--- src/rtl/tx_front_end_map.vh ---
`ifndef TX_FRONT_END_MAP_VH
`define TX_FRONT_END_MAP_VH
// Register select codes, {reg_select_hi, reg_select_lo}
`define SEL_TX_SAMPLE      2'h0
`define SEL_ECHO_SAMPLE    2'h1
`define SEL_POINTER        2'h2
`define SEL_CONTROL        2'h3
// Indirect pointer value that reaches the control register
`define CTRL_POINTER_ADDR  3'h0
`define POINTER_RESET      3'h0
// Control register fields
`define CTRL_RESET         8'hff
`define ATTEN_MSB          7
`define ATTEN_LSB          4
`define AUX_ROUTE_HI_BIT   2
`define AUX_ROUTE_LO_BIT   1
`define ATTEN_INFINITE_MIN 4'hc
`define ATTEN_STEP_DB      2
// Data byte fields
`define PTR_MSB            7
`define PTR_LSB            5
`define LOW_NIBBLE_MSB     7
`define LOW_NIBBLE_LSB     4
// Aux routing codes, {hi, lo}
`define ROUTE_FILTER       2'h1
`define ROUTE_ATTEN        2'h2
`define SAMPLE_RESET       12'h000
`endif

--- src/rtl/sample_fifo.v ---
`timescale 1ns/10ps
`default_nettype none
module sample_fifo #(
  parameter WIDTH = 13,
  parameter DEPTH = 8,
  parameter AW    = 3
) (
  input  wire             clk,
  input  wire             arst_n,
  input  wire             ce,
  input  wire [WIDTH-1:0] in_data,
  input  wire             in_valid,
  output wire             in_ready,
  output reg  [WIDTH-1:0] out_data,
  output reg              out_valid,
  input  wire             out_ready
);
  reg [WIDTH-1:0] mem [0:DEPTH-1];
  reg [AW:0]      wr_ptr_reg;
  reg [AW:0]      rd_ptr_reg;
  wire [AW:0]     count = wr_ptr_reg - rd_ptr_reg;
  wire            empty = (count == {(AW+1){1'b0}});
  wire            pop = !empty && (!out_valid || out_ready);
  assign in_ready = (count != DEPTH[AW:0]) && (DEPTH < (1 << AW) || count[AW] == 1'b0);

  always @(posedge clk) begin
    if (ce && in_valid && in_ready) begin
      mem[wr_ptr_reg[AW-1:0]] <= in_data;
    end
  end

  always @(posedge clk or negedge arst_n) begin
    if (!arst_n) begin
      wr_ptr_reg <= {(AW+1){1'b0}};
      rd_ptr_reg <= {(AW+1){1'b0}};
      out_data   <= {WIDTH{1'b0}};
      out_valid  <= 1'b0;
    end else if (ce) begin
      if (in_valid && in_ready) begin
        wr_ptr_reg <= wr_ptr_reg + 1'b1;
      end
      if (pop) begin
        out_data   <= mem[rd_ptr_reg[AW-1:0]];
        rd_ptr_reg <= rd_ptr_reg + 1'b1;
        out_valid  <= 1'b1;
      end else if (out_ready) begin
        out_valid <= 1'b0;
      end
    end
  end
endmodule
`default_nettype wire

--- src/rtl/converter_mux.v ---
`timescale 1ns/10ps
`default_nettype none
`include "tx_front_end_map.vh"
// Single converter shared by both channels, phase chosen by conversion_clock
module converter_mux #(
  parameter SW = 12
) (
  input  wire          clk,
  input  wire          arst_n,
  input  wire          ce,
  input  wire          conversion_clock,
  input  wire [SW-1:0] tx_sample,
  input  wire [SW-1:0] echo_sample,
  output reg  [SW-1:0] dac_code,
  output reg           dac_is_echo,
  output reg  [SW-1:0] tx_hold,
  output reg  [SW-1:0] echo_hold
);
  reg conv_d_reg;
  always @(posedge clk or negedge arst_n) begin
    if (!arst_n) begin
      conv_d_reg  <= 1'b0;
      dac_code    <= `SAMPLE_RESET;
      dac_is_echo <= 1'b0;
      tx_hold     <= `SAMPLE_RESET;
      echo_hold   <= `SAMPLE_RESET;
    end else if (ce) begin
      conv_d_reg  <= conversion_clock;
      dac_is_echo <= conversion_clock;
      dac_code    <= conversion_clock ? echo_sample : tx_sample;
      // Both holds refresh at the falling conversion edge
      if (conv_d_reg && !conversion_clock) begin
        tx_hold   <= tx_sample;
        echo_hold <= echo_sample;
      end
    end
  end
endmodule
`default_nettype wire

--- src/rtl/tx_front_end_write_port.v ---
// How it works
// - Register loads on rising edge of the active-low enable strobe.
// - Writes happen only while read/write line is low.
// - Read/write high means unselected; the data bus is never driven.
// - Selected only with low-active select low and high-active select high.
// - Register selects steer bytes to sample or pointer/control registers.
// - Control register reached only when the pointer holds its address.
// - Data bus is eight bits, input only.
// - One 12-bit converter serves transmit and echo samples alternately.
// - Transmit converts with conversion clock low, echo with it high.
// - Both holds update at the conversion clock rate.
// - Attenuator covers 0 to -22 dB in 2 dB steps.
// - Codes 00/01 samples in two bytes, 10 pointer, 11 control.
// - Byte-phase toggles on sample writes; cleared on other enable edges.
// - Control bits 7..4 attenuate, bits 2..1 route aux; reset all ones.
// - Three-bit pointer from data 7..5, increments after each control access.
`timescale 1ns/10ps
`default_nettype none
`include "tx_front_end_map.vh"
module tx_front_end_write_port #(
  parameter SW    = 12,
  parameter DEPTH = 8,
  parameter AW    = 3
) (
  input  wire          clk,
  input  wire          arst_n,
  input  wire          ce,
  input  wire [7:0]    data_in,
  input  wire          enable_n,
  input  wire          read_write,
  input  wire          select_low_active,
  input  wire          select_high_active,
  input  wire          reg_select_lo,
  input  wire          reg_select_hi,
  input  wire          conversion_clock,
  input  wire          test_mode,
  output reg           write_ready,
  output reg  [SW-1:0] tx_sample_reg,
  output reg  [SW-1:0] echo_sample_reg,
  output reg  [7:0]    gain_route_ctrl_reg,
  output reg  [2:0]    indirect_pointer_reg,
  output reg  [3:0]    atten_code,
  output reg  [4:0]    atten_db,
  output reg           atten_infinite,
  output reg           aux_to_filter,
  output reg           aux_to_atten,
  output reg           byte_phase,
  output reg  [SW-1:0] dac_code,
  output reg           dac_is_echo,
  output reg  [SW-1:0] tx_hold,
  output reg  [SW-1:0] echo_hold
);
  // Decodes the low-active/high-active select pair with the write line
  function selected;
    input cs_lo;
    input cs_hi;
    input rw;
    begin
      selected = !cs_lo && cs_hi && !rw;
    end
  endfunction

  reg        enable_d_reg;
  reg [3:0]  low_nibble_reg;
  reg        phase_reg;
  reg [2:0]  pointer_reg;
  reg [7:0]  ctrl_reg;

  wire [1:0] sel_code = {reg_select_hi, reg_select_lo};
  // Data and selects are sampled at the edge the strobe rises on
  wire       strobe_rise = !enable_d_reg && enable_n;
  wire       sel = selected(select_low_active, select_high_active, read_write);
  wire       sample_sel = sel && (sel_code == `SEL_TX_SAMPLE || sel_code == `SEL_ECHO_SAMPLE);

  // Completed samples go through the FIFO, tagged by channel
  wire              fifo_in_valid = ce && strobe_rise && sample_sel && phase_reg;
  wire              fifo_in_ready;
  wire [SW:0]       fifo_in_data = {reg_select_lo, data_in, low_nibble_reg};
  wire [SW:0]       fifo_out_data;
  wire              fifo_out_valid;
  // Drain is held while the conversion clock is falling, so a latched sample stays stable
  reg               conv_d_reg;
  wire              drain_ok = !(conv_d_reg && !conversion_clock);
  wire [SW-1:0]     mux_code;
  wire              mux_echo;
  wire [SW-1:0]     mux_tx_hold;
  wire [SW-1:0]     mux_echo_hold;

  sample_fifo #(
    .WIDTH (SW + 1),
    .DEPTH (DEPTH),
    .AW    (AW)
  ) sample_fifo_i (
    .clk       (clk),
    .arst_n    (arst_n),
    .ce        (ce),
    .in_data   (fifo_in_data),
    .in_valid  (fifo_in_valid),
    .in_ready  (fifo_in_ready),
    .out_data  (fifo_out_data),
    .out_valid (fifo_out_valid),
    .out_ready (drain_ok)
  );

  converter_mux #(
    .SW (SW)
  ) converter_mux_i (
    .clk              (clk),
    .arst_n           (arst_n),
    .ce               (ce),
    .conversion_clock (conversion_clock),
    .tx_sample        (tx_sample_reg),
    .echo_sample      (echo_sample_reg),
    .dac_code         (mux_code),
    .dac_is_echo      (mux_echo),
    .tx_hold          (mux_tx_hold),
    .echo_hold        (mux_echo_hold)
  );

  always @(posedge clk or negedge arst_n) begin
    if (!arst_n) begin
      enable_d_reg   <= 1'b1;
      conv_d_reg     <= 1'b0;
      low_nibble_reg <= 4'h0;
      phase_reg      <= 1'b0;
      pointer_reg    <= `POINTER_RESET;
      ctrl_reg       <= `CTRL_RESET;
    end else if (ce) begin
      enable_d_reg <= enable_n;
      conv_d_reg   <= conversion_clock;
      if (strobe_rise) begin
        if (sample_sel) begin
          phase_reg <= !phase_reg;
          if (!phase_reg) begin
            low_nibble_reg <= data_in[`LOW_NIBBLE_MSB:`LOW_NIBBLE_LSB];
          end
        end else begin
          phase_reg <= 1'b0;
        end
        if (sel && sel_code == `SEL_POINTER) begin
          pointer_reg <= data_in[`PTR_MSB:`PTR_LSB];
        end
        // Every access with code 11 advances the pointer, matched or not
        if (sel && sel_code == `SEL_CONTROL) begin
          pointer_reg <= pointer_reg + 3'h1;
          if (pointer_reg == `CTRL_POINTER_ADDR) begin
            ctrl_reg <= data_in;
          end
        end
      end
    end
  end

  // Registered outputs
  always @(posedge clk or negedge arst_n) begin
    if (!arst_n) begin
      write_ready          <= 1'b0;
      tx_sample_reg        <= `SAMPLE_RESET;
      echo_sample_reg      <= `SAMPLE_RESET;
      gain_route_ctrl_reg  <= `CTRL_RESET;
      indirect_pointer_reg <= `POINTER_RESET;
      atten_code           <= 4'hf;
      atten_db             <= 5'h00;
      atten_infinite       <= 1'b1;
      aux_to_filter        <= 1'b0;
      aux_to_atten         <= 1'b0;
      byte_phase           <= 1'b0;
      dac_code             <= `SAMPLE_RESET;
      dac_is_echo          <= 1'b0;
      tx_hold              <= `SAMPLE_RESET;
      echo_hold            <= `SAMPLE_RESET;
    end else if (ce) begin
      write_ready          <= fifo_in_ready;
      gain_route_ctrl_reg  <= ctrl_reg;
      indirect_pointer_reg <= pointer_reg;
      byte_phase           <= phase_reg;
      atten_code           <= ctrl_reg[`ATTEN_MSB:`ATTEN_LSB];
      atten_infinite       <= ctrl_reg[`ATTEN_MSB:`ATTEN_LSB] >= `ATTEN_INFINITE_MIN;
      // 0..22 dB, step 2 dB per code
      atten_db <= (ctrl_reg[`ATTEN_MSB:`ATTEN_LSB] >= `ATTEN_INFINITE_MIN) ? 5'h00 :
                  {ctrl_reg[`ATTEN_MSB:`ATTEN_LSB], 1'b0};
      aux_to_filter <= {ctrl_reg[`AUX_ROUTE_HI_BIT], ctrl_reg[`AUX_ROUTE_LO_BIT]} == `ROUTE_FILTER;
      aux_to_atten  <= {ctrl_reg[`AUX_ROUTE_HI_BIT], ctrl_reg[`AUX_ROUTE_LO_BIT]} == `ROUTE_ATTEN;
      if (fifo_out_valid && drain_ok) begin
        if (fifo_out_data[SW]) begin
          echo_sample_reg <= fifo_out_data[SW-1:0];
        end else begin
          tx_sample_reg <= fifo_out_data[SW-1:0];
        end
      end
      dac_code    <= mux_code;
      dac_is_echo <= mux_echo;
      tx_hold     <= mux_tx_hold;
      echo_hold   <= mux_echo_hold;
    end
  end
endmodule
`default_nettype wire

--- config.mk ---
export PLATFORM = sky130hd
export DESIGN_NAME = tx_front_end_write_port
export DESIGN_NICKNAME = d
export VERILOG_FILES = /design/src/rtl/sample_fifo.v /design/src/rtl/converter_mux.v /design/src/rtl/tx_front_end_write_port.v
export VERILOG_INCLUDE_DIRS = /design/src /design/src/rtl
export SDC_FILE = /design/constraint.sdc
export NUM_CORES = 1
export LEC_CHECK = 0
export BUFFER_PORTS_ARGS = -buffer_cell sky130_fd_sc_hd__clkbuf_2
export CORE_UTILIZATION = 50
export DETAILED_ROUTE_END_ITERATION = 7
export PLACE_DENSITY = 0.8
export SLEW_MARGIN = 40
export SYNTH_ARGS = -nofsm -noshare
export SYNTH_HDL_FRONTEND = slang
export SYNTH_SLANG_ARGS = --single-unit
--- constraint.sdc ---
create_clock -name clk -period 8.55 [get_ports clk]
set_clock_uncertainty 0.1 [all_clocks]
set_input_delay 0.4275 -clock clk [delete_from_list [all_inputs] [get_ports clk]]
set_output_delay 0.4275 -clock clk [all_outputs]
set_load 0.05 [all_outputs]
==> results.sh <==
export IMPL_status="complete, no violations"
export IMPL_wirelength_mm=20.3
export IMPL_vias_per_cell=5.50
export IMPL_synth_top_family_by_area="multiplexers"
export IMPL_synth_flop_cell="dfrtp_1"
export IMPL_clock_path_buffers=3
export IMPL_antenna_found_initial=0
export IMPL_dr_pass1_iters=4
export IMPL_critPathLaunchType="flop"
export IMPL_portBuffers=102
export IMPL_post_cts_buffers=0
export IMPL_synth_xor_area_share_pct=0.668
export IMPL_post_cts_resized=0
export IMPL_fin_cells=1004
export IMPL_cpPeakStageDelay_ns=0.82
export IMPL_timing_worst_setup_path_type="flop to flop"
export IMPL_synth_seq_cells=261
export IMPL_root_buffer="clkbuf_16"
export IMPL_crit_chain="buf_4 -> inv_1 -> ha_1 -> a21oi_1 -> a21oi_1 -> nor3_2 -> and4b_1"
export IMPL_initial_utilization_pct=51.5
export IMPL_grt_usage_pct=19.2
export IMPL_holdPathStages=2
export IMPL_crit_family="simple AND/OR/NAND/NOR gates"
export IMPL_cp_num_buf_inv=2
export IMPL_yosysWarnings=0
export IMPL_rsz0062_at_grt="false"
export IMPL_synth_cells=610
export IMPL_slew_viol_final=0
export IMPL_die_h_um=147
export IMPL_syn_area_um2=10500
export IMPL_crit_path_end_kind="flop"
export IMPL_dieArea_um2=21500
export IMPL_netlist_cell_type_count=52
export IMPL_grt_overflow=0
export IMPL_synth_net_count=637
export IMPL_wl_per_cell_um=20.2
export IMPL_fillers=1442
export IMPL_layout_commonest_cell="dfrtp_1"
export IMPL_grt_pass1_wl_mm=32.4
export IMPL_p_leak_nw=4.98
export IMPL_worst_r2r_path_depth=7
export IMPL_maxSlewHeadroom_pct=44.8
export IMPL_critPathMaxFanout=28
export IMPL_worst_slew_pin_slew_ns=0.827
export IMPL_cts_buffers=25
export IMPL_holdWs_ns=0.0878
export IMPL_multi_input_area_um2=3150
export IMPL_min_from="enable_n"
export IMPL_fmax_ghz=0.285
export IMPL_fin_crit_sh_pct=41.0
export IMPL_power_density_nw_per_um2=369
export IMPL_rr_startpoint="sample_fifo_i.rd_ptr_reg[2]"
export IMPL_place_gp_congestion=0.792
export IMPL_rr_endpoint="sample_fifo_i.mem[2][0]"
export IMPL_yosys_area_share_adder_pct=1.03
export IMPL_antenna_cells=0
export IMPL_synth_edf_count=104
export IMPL_fin_crit_ns=3.51
export IMPL_grt_pass1_vias=5945
export IMPL_nets=742
export IMPL_synthToLayoutAreaGrowth_pct=15.1
export IMPL_cp_required_ns=8.59
export IMPL_drt_iter0_drc=273
export IMPL_grt_start_max_net_pins=86
export IMPL_fp_coreArea_um2=20400
export IMPL_insertion_delay_ns=0.52
export IMPL_dp_hpwl_mm=12.9
export IMPL_ioPinCount=105
export IMPL_drive_gt1_share_pct=46.3
export IMPL_ant_nets=0
export IMPL_synth_compound_area_share_pct=2.38
export IMPL_rows=52
export IMPL_peakVddDrop_uv=152
export IMPL_synthMuxAreaShare_pct=22.0
export IMPL_pre_cts_slack_ns=5.08
export IMPL_drc=0
export IMPL_synthArstFlopShare_pct=60.2
export IMPL_r2r_setup_slack_ns=5.04
export IMPL_critPathArrivalTime_ns=3.55
export IMPL_largest_reg_flops=104
export IMPL_mostFrequentLayoutCells="138 x dfrtp_1, 127 x mux2_2, 104 x edfxtp_1"
export IMPL_h_tree_depth=1
export IMPL_setup_viol=0
export IMPL_dp_cells=956
export IMPL_ys_seq_area_share_pct=67.5
export IMPL_path_common_cell="a21oi_1"
export IMPL_hold_viol_final=0
export IMPL_yosys_area_share_simple_pct=3.90
export IMPL_vias=5526
export IMPL_fin_ws_ns=5.04
export IMPL_worstHoldPathType="input port to flop"
export IMPL_cts_tree="yes"
export IMPL_crit_slowest_cell="and4b_1"
export IMPL_clock_sinks=261
export IMPL_avgSynthCellArea_um2=17.2
export IMPL_drv_cap=0
export IMPL_path_clk_slew_ns=0.06
export IMPL_die_w_um=147
export IMPL_ff_latch_area_um2=7080
export IMPL_min_to="enable_d_reg"
export IMPL_fin_setup_tns_ns=0
## what timing repair did
item / in CTS / in global routing
hold buffers: 1 / 0
setup endpoints to repair: 0 / 0
hold endpoints to repair: 84 / 0
## layer usage
| layer | GRT usage [%] | share of wire (%) |
|---|---|---|
| met1 | 25.2 | 42 |
| met2 | 33.5 | 51 |
| met3 | 2.92 | 4.9 |
| met4 | 5.00 | 2.2 |
| met5 | 0 | 0 |
## layout make-up
class / instances / share of cell area, %
well taps: 270 / 2.80
multi-input cells: 297 / 26.1
clock buffers: 35 / 5.99
inverters: 20 / 0.622
repair buffers: 110 / 4.96
clock inverters: 11 / 0.892
flip-flops and latches: 261 / 58.6
## worst max path at each step
stage / end / cells past startpoint / startpoint / slack (ns)
after global placement: converter_mux_i.echo_hold[6] / 4 / ce / 5.25
after global routing: sample_fifo_i.mem[6][9] / 7 / sample_fifo_i.rd_ptr_reg[1] / 4.81
after floorplan: sample_fifo_i.mem[4][0] / 8 / sample_fifo_i.rd_ptr_reg[2] / 5.70
after CTS: sample_fifo_i.mem[4][3] / 7 / sample_fifo_i.rd_ptr_reg[2] / 5.05
final: sample_fifo_i.mem[2][0] / 7 / sample_fifo_i.rd_ptr_reg[2] / 5.04
after detailed placement: sample_fifo_i.mem[4][8] / 7 / sample_fifo_i.rd_ptr_reg[2] / 5.08
## through the flow
stage               cell area, um^2  total power, mW  util [%]
floorplan                     10500             2.98         -
global placement              11200             3.30      54.9
detailed placement            11200             3.37      55.0
CTS                           12000             4.48      59.2
global route                  12100             4.63      59.3
finish                        12100             4.45      59.3
## cell families after synthesis
group	count (synthesis)
AO/OA/AOI/OAI	39
other	1
adder cells (fa/ha/maj)	8
buffers and inverters	52
flip-flops	261
XOR/XNOR	8
multiplexers	177
AND/OR/NAND/NOR	64
## synth_stat cells, types with 2 or more instances
library cell    n  area (um^2)
dfrtp_1       139         3480
mux2_2        127         1430
edfxtp_1      104         3120
mux4_2         25          563
inv_1          20         75.1
dfstp_2        18          473
a21oi_1        17         85.1
nor2_1         15         56.3
mux2i_1        13          130
buf_2          10         50.1
mux2_4         10          150
nand2_1        10         37.5
clkbuf_1        9         33.8
o21ai_0         8         40.0
ha_1            7         87.6
nand3b_1        7         52.6
buf_1           5         18.8
buf_4           5         37.5
and4b_1         4         40.0
nand3_1         4         20.0
nand4_1         4         25.0
xnor2_1         4         35.0
xor2_1          4         35.0
a21o_1          3         22.5
and3_1          3         18.8
o22ai_1         3         18.8
and3b_1         2         17.5
and4_1          2         17.5
buf_6           2         22.5
nor3_1          2         10.0
nor3b_2         2         25.0
or4_1           2         15.0
## power breakdown
group | total, mW | internal, mW | switching (mW)
clock network | 1.10 | 0.650 | 0.451
logic | 1.50 | 0.557 | 0.944
registers | 1.85 | 1.60 | 0.245
## worst reg2reg max path: stages, from the launching register on
cell and delay [ns]:
dfrtp_1 0.36, buf_4 0.37, inv_1 0.15, ha_1 0.40, a21oi_1 0.26, a21oi_1 0.18
nor3_2 0.49, and4b_1 0.82
Power figures use the tool's default switching activity.
